## config.mk

```make
export PLATFORM = sky130hd
export DESIGN_NAME = uc_channel
export DESIGN_NICKNAME = d
export VERILOG_FILES = /design/src/uc_pkg.sv /design/src/uc_channel.sv
export VERILOG_INCLUDE_DIRS = /design/src
export SDC_FILE = /design/constraint.sdc
export NUM_CORES = 1
export LEC_CHECK = 0
export ABC_AREA = 1
export BUFFER_PORTS_ARGS = -buffer_cell sky130_fd_sc_hd__buf_4
export CORE_UTILIZATION = 60
export DETAILED_ROUTE_END_ITERATION = 6
export PLACE_DENSITY = 0.77
export RECOVER_POWER = 50
export REMOVE_ABC_BUFFERS = 1
export SKIP_LAST_GASP = 1
export SYNTH_ARGS = -nofsm -noshare
export SYNTH_HDL_FRONTEND = slang
export SYNTH_HIERARCHICAL = 1
export SYNTH_SLANG_ARGS = --single-unit
```

## constraint.sdc

```tcl
create_clock -name clk -period 3.77 [get_ports clk]
set_input_delay 0.5655 -clock clk [delete_from_list [all_inputs] [get_ports clk]]
set_output_delay 0.5655 -clock clk [all_outputs]
set_load 0.01 [all_outputs]
```

## src/uc_cfg.svh

```systemverilog
`ifndef UC_CFG_SVH
`define UC_CFG_SVH

// Register offsets on the three address lines
`define UC_OFS_HOLD      3'h0
`define UC_OFS_IEN       3'h1
`define UC_OFS_ISTAT     3'h2
`define UC_OFS_LCTL      3'h3
`define UC_OFS_MCTL      3'h4
`define UC_OFS_LSTAT     3'h5
`define UC_OFS_DFRAC     3'h7

// Reset values
`define UC_DIVLO_RST     8'h01
`define UC_DIVHI_RST     8'h00
`define UC_ZERO8         8'h00

// Field positions
`define UC_LCR_DLAB      7
`define UC_LCR_BRK       6
`define UC_LCR_STICK     5
`define UC_LCR_EVEN      4
`define UC_LCR_PEN       3
`define UC_LCR_STOP      2
`define UC_MCR_PRESC     7
`define UC_FCR_EN        0
`define UC_FCR_RXRST     1
`define UC_FCR_TXRST     2
`define UC_IER_RX        0
`define UC_IER_TX        1

// Interrupt status codes
`define UC_ISR_NONE      4'h1
`define UC_ISR_RXRDY     4'h4
`define UC_ISR_RXTMO     4'hc
`define UC_ISR_TXEMP     4'h2

// Timing counts
`define UC_TICKS_BIT     4'hf
`define UC_TICKS_HALF    4'h7
`define UC_PRESC_LAST    2'h3
`define UC_TMO_CHARS     12'h004
`define UC_TMO_BITS      12'h00c
`define UC_TMO_SCALE     12'h010
`define UC_WL_BASE       4'h5

// Receive trigger levels
`define UC_TRIG_0        5'h01
`define UC_TRIG_1        5'h04
`define UC_TRIG_2        5'h08
`define UC_TRIG_3        5'h0e

`endif

```

## src/uc_pkg.sv

```systemverilog
package uc_pkg;
  // Transmit sequencer states
  typedef enum logic [4:0] {
    UC_TX_IDLE  = 5'h01,
    UC_TX_START = 5'h02,
    UC_TX_DATA  = 5'h04,
    UC_TX_PAR   = 5'h08,
    UC_TX_STOP  = 5'h10
  } uc_tx_state_e;

  // Receive sequencer states
  typedef enum logic [4:0] {
    UC_RX_IDLE  = 5'h01,
    UC_RX_START = 5'h02,
    UC_RX_DATA  = 5'h04,
    UC_RX_PAR   = 5'h08,
    UC_RX_STOP  = 5'h10
  } uc_rx_state_e;

  // Parity of a character masked to its word length
  function automatic logic uc_parity(input logic [7:0] data, input logic [1:0] wl,
                                     input logic even, input logic stick);
    logic [7:0] mask;
    mask = 8'hff >> (2'h3 - wl);
    if (stick) begin
      uc_parity = ~even;
    end else begin
      uc_parity = even ? ^(data & mask) : ~^(data & mask);
    end
  endfunction
endpackage

```

## src/uc_channel.sv

```systemverilog
// Operation
// [RULE1] Divider makes 16x tick, sixteenth steps
// [RULE2] Divisor resets to low 01, high 00
// [RULE3] Prescaler bit slows rate by four
// [RULE4] Divisor is high byte over low
// [RULE5] Bit lasts sixteen ticks, both directions
// [RULE6] Start, data, optional parity, stop bits
// [RULE7] Least significant data bit first
// [RULE8] Queued writes push sixteen-byte queue
// [RULE9] Unqueued: holding-empty on move to shifter
// [RULE10] Holding-empty raises enabled transmit interrupt
// [RULE11] Unqueued: idle when shifter empty
// [RULE12] Queued: holding-empty tracks empty queue
// [RULE13] Queued: idle needs queue and shifter empty
// [RULE14] Start validated low after eight ticks
// [RULE15] Later bits sampled sixteen ticks apart
// [RULE16] Parity, framing, break shown status 2-4
// [RULE17] Receive queue holds byte plus tags
// [RULE18] Reading receive advances head, tags follow
// [RULE19] Queued receive holding shows oldest byte
// [RULE20] Data ready interrupt per byte or trigger
// [RULE21] Timeout after four chars plus twelve bits
// [RULE22] Host bus independent of divider
// [RULE23] Overrun drops new byte, keeps queue
`timescale 1ns/1ps
`include "uc_cfg.svh"

// Generic queue with valid/ready on both sides
module uc_fifo #(
  parameter int WIDTH = 8,
  parameter int DEPTH = 16
) (
  input  wire logic             clk,
  input  wire logic             reset_n,
  input  wire logic             clear,
  input  wire logic             in_valid,
  output logic                  in_ready,
  input  wire logic [WIDTH-1:0] in_data,
  output logic                  out_valid,
  input  wire logic             out_ready,
  output logic      [WIDTH-1:0] out_data,
  output logic [$clog2(DEPTH):0] count
);
  localparam int AW = $clog2(DEPTH);
  logic [WIDTH-1:0] mem [DEPTH];      // Storage array
  logic [AW-1:0]    wr_ptr_reg;       // Next write slot
  logic [AW-1:0]    rd_ptr_reg;       // Head slot
  logic [AW:0]      count_reg;        // Occupancy
  logic             push;
  logic             pop;

  // Pointer wrap needs a power of two
  if (DEPTH < 2 || (DEPTH & (DEPTH - 1)) != 0) begin : g_bad_depth
    $error("uc_fifo depth must be a power of two");
  end

  assign in_ready  = (count_reg < (AW+1)'(DEPTH));
  assign out_valid = (count_reg != '0);
  assign out_data  = mem[rd_ptr_reg];
  assign count     = count_reg;
  assign push      = in_valid && in_ready;
  assign pop       = out_valid && out_ready;

  // Storage write, no reset needed
  always_ff @(posedge clk) begin
    if (push) begin
      mem[wr_ptr_reg] <= in_data;
    end
  end

  // Pointers and occupancy
  always_ff @(posedge clk or negedge reset_n) begin
    if (!reset_n) begin
      wr_ptr_reg <= '0;
      rd_ptr_reg <= '0;
      count_reg  <= '0;
    end else if (clear) begin
      wr_ptr_reg <= '0;
      rd_ptr_reg <= '0;
      count_reg  <= '0;
    end else begin
      if (push) begin
        wr_ptr_reg <= wr_ptr_reg + AW'(1);
      end
      if (pop) begin
        rd_ptr_reg <= rd_ptr_reg + AW'(1);
      end
      count_reg <= count_reg + (AW+1)'(push) - (AW+1)'(pop);
    end
  end
endmodule

// One serial channel with its host register port
module uc_channel #(
  parameter int DEPTH = 16
) (
  input  wire logic       clk,
  input  wire logic       reset_n,
  input  wire logic       cs_n,
  input  wire logic       rd_n,
  input  wire logic       wr_n,
  input  wire logic [2:0] addr,
  input  wire logic [7:0] data_in,
  output logic      [7:0] data_out,
  output logic            data_oe_n,
  input  wire logic       rx_serial,
  output logic            tx_serial,
  output logic            irq,
  output logic            tx_full
);
  import uc_pkg::*;
  localparam int CW = $clog2(DEPTH) + 1;

  // Host pins pass two flops; first stage read only by second
  logic [13:0] bus_s1_reg, bus_s2_reg;
  logic [1:0]  rx_s_reg;
  logic        rx_prev_reg;            // Edge detect on settled line
  logic        rd_act, wr_act, rd_prev_reg, wr_prev_reg;
  logic [2:0]  bus_addr_reg;           // Address held during a cycle
  logic [7:0]  bus_data_reg;           // Write data held during a cycle
  logic        rd_end, wr_end;

  // Programmer visible registers
  logic [7:0]  div_lo_reg, div_hi_reg, lcr_reg, mcr_reg, ier_reg, frac_reg;
  logic [7:0]  fcr_reg;
  logic        overrun_reg;            // Sticky, cleared by status read
  logic        txe_pend_reg;           // Transmit empty interrupt pending
  logic        tmo_pend_reg;           // Receive timeout pending

  // Divider state
  logic [1:0]  presc_reg;
  logic [15:0] div_cnt_reg;
  logic [3:0]  frac_acc_reg;
  logic        stretch_reg;            // One extra count owed by fraction
  logic        tick_reg;               // 16x sampling enable
  logic        presc_en;
  logic [15:0] divisor;

  // Queues
  logic        tx_push, tx_ready, tx_valid, tx_pop, tx_clr;
  logic [7:0]  tx_head;
  logic [CW-1:0] tx_cnt, rx_cnt;
  logic        rx_push, rx_ready, rx_valid, rx_pop, rx_clr;
  logic [10:0] rx_word, rx_head;

  // Sequencers
  uc_tx_state_e tx_state_reg;
  uc_rx_state_e rx_state_reg;
  logic [3:0]  tx_tick_reg, rx_tick_reg;
  logic [2:0]  tx_bit_reg, rx_bit_reg;
  logic [7:0]  tx_shift_reg, rx_shift_reg;
  logic        tx_stop2_reg, rx_par_err_reg;
  logic        tx_line_reg;
  logic [11:0] tmo_cnt_reg;
  logic [11:0] tmo_limit;
  logic [3:0]  char_bits;
  logic [4:0]  trig;
  logic        queued, rx_hit, tx_empty_now, tx_empty_prev_reg;
  logic [7:0]  line_status, interrupt_status, rd_val;

  assign queued = fcr_reg[`UC_FCR_EN];

  // Host pin synchroniser
  always_ff @(posedge clk or negedge reset_n) begin
    if (!reset_n) begin
      bus_s1_reg <= 14'h3fff;
      bus_s2_reg <= 14'h3fff;
      rx_s_reg   <= 2'h3;
    end else begin
      bus_s1_reg <= {cs_n, rd_n, wr_n, addr, data_in};
      bus_s2_reg <= bus_s1_reg;
      rx_s_reg   <= {rx_s_reg[0], rx_serial};
    end
  end

  assign rd_act = !bus_s2_reg[13] && !bus_s2_reg[12];
  assign wr_act = !bus_s2_reg[13] && !bus_s2_reg[11];
  assign rd_end = rd_prev_reg && !rd_act;
  assign wr_end = wr_prev_reg && !wr_act;

  // Strobe tracking; effects land when a strobe ends
  always_ff @(posedge clk or negedge reset_n) begin
    if (!reset_n) begin
      rd_prev_reg  <= 1'b0;
      wr_prev_reg  <= 1'b0;
      bus_addr_reg <= 3'h0;
      bus_data_reg <= `UC_ZERO8;
    end else begin
      rd_prev_reg <= rd_act;
      wr_prev_reg <= wr_act;
      if (rd_act || wr_act) begin
        bus_addr_reg <= bus_s2_reg[10:8];
        bus_data_reg <= bus_s2_reg[7:0];
      end
    end
  end

  // [RULE2] Divisor reset value
  // [RULE22] Register writes need no divider tick
  always_ff @(posedge clk or negedge reset_n) begin
    if (!reset_n) begin
      div_lo_reg <= `UC_DIVLO_RST;
      div_hi_reg <= `UC_DIVHI_RST;
      lcr_reg    <= `UC_ZERO8;
      mcr_reg    <= `UC_ZERO8;
      ier_reg    <= `UC_ZERO8;
      fcr_reg    <= `UC_ZERO8;
      frac_reg   <= `UC_ZERO8;
    end else if (wr_end) begin
      case (bus_addr_reg)
        `UC_OFS_HOLD: begin
          if (lcr_reg[`UC_LCR_DLAB]) div_lo_reg <= bus_data_reg;
        end
        `UC_OFS_IEN: begin
          if (lcr_reg[`UC_LCR_DLAB]) div_hi_reg <= bus_data_reg;
          else ier_reg <= bus_data_reg;
        end
        `UC_OFS_ISTAT: fcr_reg  <= bus_data_reg;
        `UC_OFS_LCTL:  lcr_reg  <= bus_data_reg;
        `UC_OFS_MCTL:  mcr_reg  <= bus_data_reg;
        `UC_OFS_DFRAC: frac_reg <= bus_data_reg;
        default: ;
      endcase
    end
  end

  // [RULE4] Integer divisor from both bytes
  assign divisor = {div_hi_reg, div_lo_reg};
  // [RULE3] Prescaler gives a quarter rate
  assign presc_en = !mcr_reg[`UC_MCR_PRESC] || (presc_reg == `UC_PRESC_LAST);

  // [RULE1] Divide with fractional stretch cycles
  always_ff @(posedge clk or negedge reset_n) begin
    if (!reset_n) begin
      presc_reg    <= 2'h0;
      div_cnt_reg  <= 16'h0000;
      frac_acc_reg <= 4'h0;
      stretch_reg  <= 1'b0;
      tick_reg     <= 1'b0;
    end else begin
      presc_reg <= presc_reg + 2'h1;
      tick_reg  <= 1'b0;
      if (presc_en) begin
        // Zero divisor ticks on every enabled cycle, ignoring the fraction, rather than stalling
        if (div_cnt_reg + 16'h0001 >= divisor + {15'h0, stretch_reg}) begin
          div_cnt_reg <= 16'h0000;
          tick_reg    <= 1'b1;
          {stretch_reg, frac_acc_reg} <= {1'b0, frac_acc_reg} + {1'b0, frac_reg[3:0]};
        end else begin
          div_cnt_reg <= div_cnt_reg + 16'h0001;
        end
      end
    end
  end

  // [RULE8] Host write pushes the transmit queue
  // [RULE9] Unqueued mode holds a single byte
  assign tx_push = wr_end && (bus_addr_reg == `UC_OFS_HOLD) && !lcr_reg[`UC_LCR_DLAB] &&
                   (queued || !tx_valid);
  assign tx_clr  = wr_end && (bus_addr_reg == `UC_OFS_ISTAT) &&
                   (bus_data_reg[`UC_FCR_TXRST] || bus_data_reg[`UC_FCR_EN] != queued);
  assign tx_pop  = (tx_state_reg == UC_TX_IDLE) && tx_valid;

  uc_fifo #(.WIDTH(8), .DEPTH(DEPTH)) u_tx_fifo (
    .clk       (clk),
    .reset_n   (reset_n),
    .clear     (tx_clr),
    .in_valid  (tx_push),
    .in_ready  (tx_ready),
    .in_data   (bus_data_reg),
    .out_valid (tx_valid),
    .out_ready (tx_pop),
    .out_data  (tx_head),
    .count     (tx_cnt)
  );

  // [RULE6] Transmit frame sequencer
  // [RULE5] Every transmit bit spans sixteen ticks
  always_ff @(posedge clk or negedge reset_n) begin
    if (!reset_n) begin
      tx_state_reg <= UC_TX_IDLE;
      tx_tick_reg  <= 4'h0;
      tx_bit_reg   <= 3'h0;
      tx_shift_reg <= `UC_ZERO8;
      tx_stop2_reg <= 1'b0;
      tx_line_reg  <= 1'b1;
    end else begin
      case (tx_state_reg)
        UC_TX_IDLE: begin
          tx_line_reg <= 1'b1;
          if (tx_pop) begin
            tx_shift_reg <= tx_head;
            tx_tick_reg  <= 4'h0;
            tx_state_reg <= UC_TX_START;
          end
        end
        UC_TX_START: begin
          tx_line_reg <= 1'b0;
          if (tick_reg) begin
            tx_tick_reg <= tx_tick_reg + 4'h1;
            if (tx_tick_reg == `UC_TICKS_BIT) begin
              tx_bit_reg   <= 3'h0;
              tx_state_reg <= UC_TX_DATA;
            end
          end
        end
        UC_TX_DATA: begin
          // [RULE7] Bit zero goes out first
          tx_line_reg <= tx_shift_reg[tx_bit_reg];
          if (tick_reg) begin
            tx_tick_reg <= tx_tick_reg + 4'h1;
            if (tx_tick_reg == `UC_TICKS_BIT) begin
              tx_bit_reg <= tx_bit_reg + 3'h1;
              if (tx_bit_reg == 3'(`UC_WL_BASE) - 3'h1 + {1'b0, lcr_reg[1:0]}) begin
                tx_stop2_reg <= lcr_reg[`UC_LCR_STOP];
                tx_state_reg <= lcr_reg[`UC_LCR_PEN] ? UC_TX_PAR : UC_TX_STOP;
              end
            end
          end
        end
        UC_TX_PAR: begin
          tx_line_reg <= uc_parity(tx_shift_reg, lcr_reg[1:0], lcr_reg[`UC_LCR_EVEN],
                                   lcr_reg[`UC_LCR_STICK]);
          if (tick_reg) begin
            tx_tick_reg <= tx_tick_reg + 4'h1;
            if (tx_tick_reg == `UC_TICKS_BIT) tx_state_reg <= UC_TX_STOP;
          end
        end
        UC_TX_STOP: begin
          tx_line_reg <= 1'b1;
          if (tick_reg) begin
            tx_tick_reg <= tx_tick_reg + 4'h1;
            if (tx_tick_reg == `UC_TICKS_BIT) begin
              tx_stop2_reg <= 1'b0;
              if (!tx_stop2_reg) tx_state_reg <= UC_TX_IDLE;
            end
          end
        end
        default: tx_state_reg <= UC_TX_IDLE;
      endcase
    end
  end

  // [RULE12] Holding-empty follows the queue
  assign tx_empty_now = !tx_valid;

  // [RULE10] Pending on the move to empty; set wins over clear
  always_ff @(posedge clk or negedge reset_n) begin
    if (!reset_n) begin
      tx_empty_prev_reg <= 1'b1;
      txe_pend_reg      <= 1'b0;
    end else begin
      tx_empty_prev_reg <= tx_empty_now;
      if (tx_empty_now && !tx_empty_prev_reg) begin
        txe_pend_reg <= 1'b1;
      end else if (tx_push || (rd_end && bus_addr_reg == `UC_OFS_ISTAT &&
                               interrupt_status[3:0] == `UC_ISR_TXEMP)) begin
        txe_pend_reg <= 1'b0;
      end
    end
  end

  // [RULE14] Falling edge starts the half-bit check
  // [RULE15] Centre sampling every sixteen ticks
  always_ff @(posedge clk or negedge reset_n) begin
    if (!reset_n) begin
      rx_state_reg   <= UC_RX_IDLE;
      rx_prev_reg    <= 1'b1;
      rx_tick_reg    <= 4'h0;
      rx_bit_reg     <= 3'h0;
      rx_shift_reg   <= `UC_ZERO8;
      rx_par_err_reg <= 1'b0;
    end else begin
      rx_prev_reg <= rx_s_reg[1];
      case (rx_state_reg)
        UC_RX_IDLE: begin
          if (rx_prev_reg && !rx_s_reg[1]) begin
            rx_tick_reg  <= 4'h0;
            rx_state_reg <= UC_RX_START;
          end
        end
        UC_RX_START: begin
          if (tick_reg) begin
            rx_tick_reg <= rx_tick_reg + 4'h1;
            if (rx_tick_reg == `UC_TICKS_HALF) begin
              rx_tick_reg    <= 4'h0;
              rx_bit_reg     <= 3'h0;
              rx_shift_reg   <= `UC_ZERO8;
              rx_par_err_reg <= 1'b0;
              rx_state_reg   <= rx_s_reg[1] ? UC_RX_IDLE : UC_RX_DATA;
            end
          end
        end
        UC_RX_DATA: begin
          if (tick_reg) begin
            rx_tick_reg <= rx_tick_reg + 4'h1;
            if (rx_tick_reg == `UC_TICKS_BIT) begin
              rx_shift_reg[rx_bit_reg] <= rx_s_reg[1];
              rx_bit_reg <= rx_bit_reg + 3'h1;
              if (rx_bit_reg == 3'(`UC_WL_BASE) - 3'h1 + {1'b0, lcr_reg[1:0]}) begin
                rx_state_reg <= lcr_reg[`UC_LCR_PEN] ? UC_RX_PAR : UC_RX_STOP;
              end
            end
          end
        end
        UC_RX_PAR: begin
          if (tick_reg) begin
            rx_tick_reg <= rx_tick_reg + 4'h1;
            if (rx_tick_reg == `UC_TICKS_BIT) begin
              rx_par_err_reg <= rx_s_reg[1] != uc_parity(rx_shift_reg, lcr_reg[1:0],
                                   lcr_reg[`UC_LCR_EVEN], lcr_reg[`UC_LCR_STICK]);
              rx_state_reg <= UC_RX_STOP;
            end
          end
        end
        UC_RX_STOP: begin
          // Second stop bit is not checked; one is enough to frame
          if (tick_reg) begin
            rx_tick_reg <= rx_tick_reg + 4'h1;
            if (rx_tick_reg == `UC_TICKS_BIT) rx_state_reg <= UC_RX_IDLE;
          end
        end
        default: rx_state_reg <= UC_RX_IDLE;
      endcase
    end
  end

  // Character completes at the stop bit centre
  assign rx_hit = (rx_state_reg == UC_RX_STOP) && tick_reg && (rx_tick_reg == `UC_TICKS_BIT);
  // [RULE16] Tags: break, framing, parity
  // [RULE17] Byte stored with its three tags
  assign rx_word = {(!rx_s_reg[1] && rx_shift_reg == `UC_ZERO8), !rx_s_reg[1],
                    rx_par_err_reg, rx_shift_reg};
  // [RULE23] Full queue drops the new byte only
  assign rx_push = rx_hit && (queued || !rx_valid);
  // [RULE18] Host read of the holding register pops
  assign rx_pop  = rd_end && (bus_addr_reg == `UC_OFS_HOLD) && !lcr_reg[`UC_LCR_DLAB];
  assign rx_clr  = wr_end && (bus_addr_reg == `UC_OFS_ISTAT) &&
                   (bus_data_reg[`UC_FCR_RXRST] || bus_data_reg[`UC_FCR_EN] != queued);

  uc_fifo #(.WIDTH(11), .DEPTH(DEPTH)) u_rx_fifo (
    .clk       (clk),
    .reset_n   (reset_n),
    .clear     (rx_clr),
    .in_valid  (rx_push),
    .in_ready  (rx_ready),
    .in_data   (rx_word),
    .out_valid (rx_valid),
    .out_ready (rx_pop),
    .out_data  (rx_head),
    .count     (rx_cnt)
  );

  // Overrun sticky; new overrun wins over status read
  always_ff @(posedge clk or negedge reset_n) begin
    if (!reset_n) begin
      overrun_reg <= 1'b0;
    end else if (rx_hit && (!rx_ready || (!queued && rx_valid))) begin
      overrun_reg <= 1'b1;
    end else if (rd_end && bus_addr_reg == `UC_OFS_LSTAT) begin
      overrun_reg <= 1'b0;
    end
  end

  // [RULE21] Four characters plus twelve bits, in ticks
  assign char_bits = 4'h2 + `UC_WL_BASE + {2'h0, lcr_reg[1:0]} +
                     {3'h0, lcr_reg[`UC_LCR_PEN]} + {3'h0, lcr_reg[`UC_LCR_STOP]};
  assign tmo_limit = 12'((`UC_TMO_CHARS * {8'h00, char_bits} + `UC_TMO_BITS) * `UC_TMO_SCALE);

  // Timeout counter restarts on traffic; restart beats expiry
  always_ff @(posedge clk or negedge reset_n) begin
    if (!reset_n) begin
      tmo_cnt_reg  <= 12'h000;
      tmo_pend_reg <= 1'b0;
    end else if (rx_push || rx_pop || !rx_valid) begin
      tmo_cnt_reg  <= 12'h000;
      tmo_pend_reg <= 1'b0;
    end else if (tick_reg) begin
      if (tmo_cnt_reg == tmo_limit - 12'h001) tmo_pend_reg <= 1'b1;
      else tmo_cnt_reg <= tmo_cnt_reg + 12'h001;
    end
  end

  // [RULE20] Trigger level from queue control
  always_comb begin
    case (fcr_reg[7:6])
      2'h0:    trig = `UC_TRIG_0;
      2'h1:    trig = `UC_TRIG_1;
      2'h2:    trig = `UC_TRIG_2;
      default: trig = `UC_TRIG_3;
    endcase
  end

  // [RULE11] [RULE13] Idle needs queue and shifter empty
  assign line_status = {rx_valid && (rx_head[10:8] != 3'h0),
                tx_empty_now && (tx_state_reg == UC_TX_IDLE),
                tx_empty_now, rx_head[10:8] & {3{rx_valid}}, overrun_reg, rx_valid};

  // Interrupt priority: timeout, data ready, transmit empty
  always_comb begin
    interrupt_status = {queued, queued, 2'h0, `UC_ISR_NONE};
    if (ier_reg[`UC_IER_RX] && tmo_pend_reg) begin
      interrupt_status[3:0] = `UC_ISR_RXTMO;
    end else if (ier_reg[`UC_IER_RX] && rx_valid &&
                 (!queued || 5'(rx_cnt) >= trig)) begin
      interrupt_status[3:0] = `UC_ISR_RXRDY;
    end else if (ier_reg[`UC_IER_TX] && txe_pend_reg) begin
      interrupt_status[3:0] = `UC_ISR_TXEMP;
    end
  end

  // [RULE19] Holding register shows the queue head
  always_comb begin
    case (bus_s2_reg[10:8])
      `UC_OFS_HOLD:  rd_val = lcr_reg[`UC_LCR_DLAB] ? div_lo_reg : rx_head[7:0];
      `UC_OFS_IEN:   rd_val = lcr_reg[`UC_LCR_DLAB] ? div_hi_reg : ier_reg;
      `UC_OFS_ISTAT: rd_val = interrupt_status;
      `UC_OFS_LCTL:  rd_val = lcr_reg;
      `UC_OFS_MCTL:  rd_val = mcr_reg;
      `UC_OFS_LSTAT: rd_val = line_status;
      `UC_OFS_DFRAC: rd_val = frac_reg;
      default:       rd_val = `UC_ZERO8;
    endcase
  end

  // Output flops; data bus driven only during a read
  always_ff @(posedge clk or negedge reset_n) begin
    if (!reset_n) begin
      data_out  <= `UC_ZERO8;
      data_oe_n <= 1'b1;
      tx_serial <= 1'b1;
      irq       <= 1'b0;
      tx_full   <= 1'b0;
    end else begin
      if (rd_act) data_out <= rd_val;
      data_oe_n <= !rd_act;
      tx_serial <= tx_line_reg && !lcr_reg[`UC_LCR_BRK];
      irq       <= (interrupt_status[3:0] != `UC_ISR_NONE);
      tx_full   <= !tx_ready || (!queued && tx_valid);
    end
  end
endmodule

```

-- Word-level counts from Yosys, hierarchy flattened
Memory sizes are Yosys's and may differ from the RTL's. A register that Yosys moved wholly into a read port is not among the register bits.
Index checks and enable logic that the tools add are counted.
- $add $sub $neg: 24
- $mul: 0
- divide/modulo/power cells: 0
- magnitude comparators: 7
- equality and inequality tests: 59
- shifts and indexed selects: 1
- mux-type cells: 106
- bitwise logic cells: 5
- reductions and logical operators: 113
- operator list (kind ; count):
    $mux W5 ; 24
    $mux W4 ; 15
    $pmux W8 S7 ; 1
    $pmux W5 S5 ; 2
    $mux W8 ; 6
    $ne A2 B2 Y1 const B ; 21
    $logic_and A1 B1 Y1 ; 37
    $mux W12 ; 3
    $mux W1 ; 31
    $mux W3 ; 10
    $reduce_bool A2 Y1 ; 13
    $add A4 B1 Y4 const B ; 6
    $pmux W4 S3 ; 2
    $eq A3 B3 Y1 const B ; 6
    $add A16 B1 Y16 ; 1
    $add A16 B1 Y16 const B ; 1
    $and A8 B8 Y8 ; 2
    $ge A16 B16 Y1 ; 1
    $logic_not A1 Y1 ; 16
    $mux W16 ; 1
    $pmux W8 S2 ; 1
    $reduce_and A2 Y1 ; 8
    $reduce_xnor A8 Y1 ; 2
    $reduce_xor A8 Y1 ; 2
    other kinds (60) ; 103
- register bits after elaboration: 213
- bits in latches: 0
- memory bits (writable): 304
- bits in read-only memories: 0
- input port bits: 17
- memories kept: 2
- memories (memory ; depth ; width ; read ports ; clocked after memory_dff ; wr ports ; line ; text):
    u_rx_fifo.mem ; 16 ; 11 ; 1 ; 0 ; 1 ; uc_channel.sv:45 ; logic [WIDTH-1:0] mem [DEPTH];
    u_tx_fifo.mem ; 16 ; 8 ; 1 ; 1 ; 1 ; uc_channel.sv:45 ;

-- Depth between registers and ports, before layout
- depth after elaboration: 13
- mapped depth: 23
- depth with buffers taken out: 22

-- Hierarchy
Netlist, hierarchy kept.
- by module, submodules not included (module ; times used ; cells an instance ; area an instance (µm²)):
    uc_channel ; 1 ; 1239 ; 10148.5
    uc_fifo (u_rx_fifo) ; 1 ; 806 ; 8301.7
    uc_fifo (u_tx_fifo) ; 1 ; 617 ; 6327.3

-- Least setup slack after synthesis
No wires, ideal clock.
- path kind: register -> register
- start point: register div_lo_reg[0]
- end point: register div_cnt_reg[13]
- arrival: 3.180 ns
- required time: 3.693 ns
- slack: 0.513 ns
- cell stages (with the launch flop): 23
- buffers on the path: 1
- period minus slack after synthesis: 3.257 ns
- cells stage by stage: dfstp_2 -> ha_1 -> ha_1 -> nand2_1 -> nor2_1 -> nand3_1 -> nor2_1 -> nand2_1 -> nor3_1 -> nand3_1 -> nor2_1 -> xnor2_1 -> ha_1 -> nand2_1 -> inv_1 -> nand3_1 -> inv_1 -> a21oi_1 -> nand3_1 -> inv_1 -> clkbuf_1 -> nand3_1 -> o21ai_1
- word-level cells in the longest chain between the ends: 3
- RTL lines (what ; line ; text):
    start, declared ; uc_channel.sv:124 ; logic [7:0] div_lo_reg, div_hi_reg, lcr_reg, mcr_reg, ier_reg, frac_reg;
    start signal, assigned ; uc_channel.sv:202 ; div_lo_reg <= `UC_DIVLO_RST;
    start signal, assigned ; uc_channel.sv:212 ; if (lcr_reg[`UC_LCR_DLAB]) div_lo_reg <= bus_data_reg;
    $add A16 B1 Y16 ; uc_channel.sv:245 ; if (div_cnt_reg + 16'h0001 >= divisor + {15'h0, stretch_reg}) begin
    $ge A16 B16 Y1 ; uc_channel.sv:245 ;
    $mux W16 ; uc_channel.sv:245 ;
    end signal, assigned ; uc_channel.sv:250 ; div_cnt_reg <= div_cnt_reg + 16'h0001;
    end, declared ; uc_channel.sv:132 ; logic [15:0] div_cnt_reg;
No other way between the ends.
A chain may end at the register's enable or synchronous reset.

-- Final worst setup path
- start point: register div_lo_reg[0]
- end point: register div_cnt_reg[11]
Same word-level chain as after synthesis.

==> results.md <==
* Max stage delay on crit path at 550 ps
* Failing checks: capacitance limit, slew limit
* Psw at 6.03 mW
* Die width at 205 um
* Commonest non-fill, non-tap cell in the layout: nand2_1
* Crit-path most repeated cell: nand3_1
* Post-route ant nets at 0
* Worst Hold Class: in2reg
* Syn Inst Count at 2662
* Clk pwr share at 31.3%
* Path depth of the worst reg2reg path at 20
* Max-cap violations at 1
* Min Hold Slack at 53.0 ps
* Async SR Flop Fraction at 41.5%
* Register bit total from synthesis at 520
* Min cycle time layout at 3530 ps
* Die footprint at 0.0421 mm2
* Yosys synthesis warning count at 6
* Tcrit/Tclk final at 93.5%
* Critical Path End Type: flop
* Routed wire per std cell at 18.1 um
* 1st-iter DRT viols at 1724
* Share of power burned in registers at 41.0%
* Origin of the worst min-delay path: data_in[1]
* Cells along the critical path: ha_1 -> nand2_1 -> nor2_2 -> nand3_2 -> nor3b_4 -> nand3_2 -> nor3_4 -> nand3_1 -> xor2_1 -> ha_1 -> nand2_1 -> inv_1 -> nand3_1 -> nor3_2 -> nand3_1 -> nand3_2 -> clkinvlp_4 -> buf_4 -> nand3_1 -> o21ai_0
* Vias in the first global route at 17800
* HPWL Detailed at 38800 um
* Hold path depth at 1
* Num ports at 29
* Max reg flops at 176
* CTS Buffer Depth at 3
* Port-buffer cells at 28
* Leak at 12.0 nW
* Top cell type's share of synthesized area at 36.8%
* Drt pass-1 iters at 6
* Worst slew pin tran at 1990 ps
* Final wirelength at 59200 um
* Vias at 18300
* Post-synthesis sequential area ratio at 58.8%
* Int Power at 11.2 mW
* Mapped cell area at 0.0248 mm2
* Routability Congestion at 0.904
* Largest delay share family, worst path: simple AND/OR/NAND/NOR gates
* Initial antenna violation count at 2
* Post-layout nets at 2783
* Row count at 74
* Hold endpoint: bus_s1_reg[1]$_DFF_PN1_
* Fmax at 0.284 GHz
* Avg Inst Size Synth at 9.31 um2
* Max-slew violations at 71
* DRC Markers at 0
* Post-synth EDFFs at 304
* Final setup fails at 0
* H-tree depth at 2
* Worst skew pair latency at 620 ps
* Core area at 0.0407 mm2
* VDD IR max at 398 uV
* Root buffer cell: clkbuf_16
* R2R setup slack at 240 ps
* Critical-path top delay cell: dfstp_2
* Clock-pin slew on the worst setup and hold paths at 60 ps
* Final hold viol count at 0
* Most frequent cells in the layout: 814 x nand2_1, 304 x edfxtp_1, 299 x inv_1, 237 x nor2_1, 211 x nand3_1
* Initial Util at 60.8%
* Worst flop-to-flop path endpoint: div_cnt_reg[11]$_DFFE_PN0N_
* Number of diodes at 0
* CP arrival at 3960 ps
* Tot Pwr at 17.2 mW
* WP buf/inv at 3
* Largest area contributor in the netlist: edfxtp_1
* CP startpoint kind: flop
* First-pass GRT wire length at 93700 um
* Die Ht at 205 um
* Relative slew slack at -32.6%
* Class of the most critical setup path: reg2reg
* Combinational power share at 27.7%
* Top_reg_cell synth: edfxtp_1
* RSZ-0062 raised after global routing: no
* Clock skew at 36.5 ps
* Total track usage at 28.9%
* PwrDens at 631 mW/mm2
* Worst EP required at 4210 ps
* Largest net degree at the start of global routing at 108
* CTS tree: yes
* Num Clock Sinks at 520
* Area grow syn2layout at 10.1%
* Status: complete, but fails checks
* Cts bufs inserted at 52
* Share of cells above drive strength 1 at 9.12%
* Total gr overflow at 0
* Vias per std cell at 5.59
* CP max FO at 9
* Worst r2r src: div_lo_reg[0]$_DFFE_PN1P_
* Switching Fraction at 35.0%
* Unique cell type count in the Yosys netlist at 56
* Top post-synthesis cells by area: edfxtp_1 37%, dfrtp_1 18%, nand2_1 12%
## metal layers
layer	vias up	part of all wire (%)	global-route usage, %
li1	8726	-	-
met2	672	48	46.6
met4	4	3.5	11.1
met3	151	7.7	5.48
met5	-	0.052	0
met1	8759	41	39.0
## how the worst max path moves through the flow
| stage | depth (start not counted) | to | startpoint | slack (ps) |
|---|---|---|---|---|
| CTS | 22 | div_cnt_reg[0]$_DFFE_PN0N_ | div_lo_reg[0]$_DFFE_PN1P_ | 80 |
| global placement | 21 | div_cnt_reg[15]$_DFFE_PN0N_ | div_lo_reg[0]$_DFFE_PN1P_ | 240 |
| finish | 20 | div_cnt_reg[11]$_DFFE_PN0N_ | div_lo_reg[0]$_DFFE_PN1P_ | 240 |
| floorplan | 13 | data_out[7]$_DFFE_PN0P_ | u_rx_fifo/rd_ptr_reg[0]$_DFFE_PN0P_ | -350 |
| global route | 20 | div_cnt_reg[11]$_DFFE_PN0N_ | div_lo_reg[0]$_DFFE_PN1P_ | 10 |
| detailed placement | 21 | div_cnt_reg[11]$_DFFE_PN0N_ | div_lo_reg[0]$_DFFE_PN1P_ | 60 |
## area by class of cell
cell class / instances / area [um2]
tap: 532 / 666
timing repair buffer: 68 / 534
multi-input combinational: 1740 / 8520
fill: 3100 / 13400
clock inverter: 32 / 387
inverter: 318 / 1200
clock buffer: 64 / 1400
sequential: 520 / 14600
## kinds of logic after synthesis
group / after synthesis / synth area share [%]
and+or+nand+nor: 1375 / 23.4
DFF: 520 / 58.8
buffers and inverters: 402 / 6.95
AOI/OAI and AO/OA: 237 / 5.18
adders and majority gates: 66 / 3.45
xor gates and xnor gates: 61 / 2.16
muxes: 1 / 0.0404
## power by group through the flow
stage	clock, mW	sequential, mW	combinational [mW]
finish	5.38	7.06	4.76
floorplan	0	7.11	3.15
detailed placement	0	7.15	4.59
global placement	0	7.13	4.37
CTS	5.44	7.05	4.70
global route	5.65	7.12	5.34
## synth_stat cells (all sizes together), types with 2 or more instances
master and instances:
nand2 824, a211oi 3, nand4 33, o2111ai 2, buf 54, a22oi 2, xnor2 15, o31ai 5
nor2 248, nor4 7, xor2 46, edfxtp 304, fa 4, o21a 3, clkinv 2, ha 62
dfstp 38, nand3 226, nor3 30, o21ai 150, a21boi 2, a22o 2, clkbuf 30, o211ai 3
o22ai 3, a31oi 6, nand3b 3, a21oi 53, dfrtp 178, nor3b 2, inv 316
## per-stage QoR
step	cells	utilization [%]	setup TNS (ps)	area (um2)	setup slack [ps]
floorplan	2578	-	-1690	24200	-347
global placement	3172	62.4	0	25400	242
detailed placement	3172	62.4	0	25400	55.3
CTS	3271	66.9	0	27300	84.9
global route	3274	67.0	0	27300	10.8
finish	3274	67.0	0	27300	244
## what timing repair did
action                     4_1_cts  5_1_grt
hold buffers                     1        0
buffers inserted                 2        3
setup endpoints to repair        4       22
pin swaps                        0        2
hold endpoints to repair        63        0
resized for setup                2       10
No activity file was read; power rests on OpenSTA's default activity.
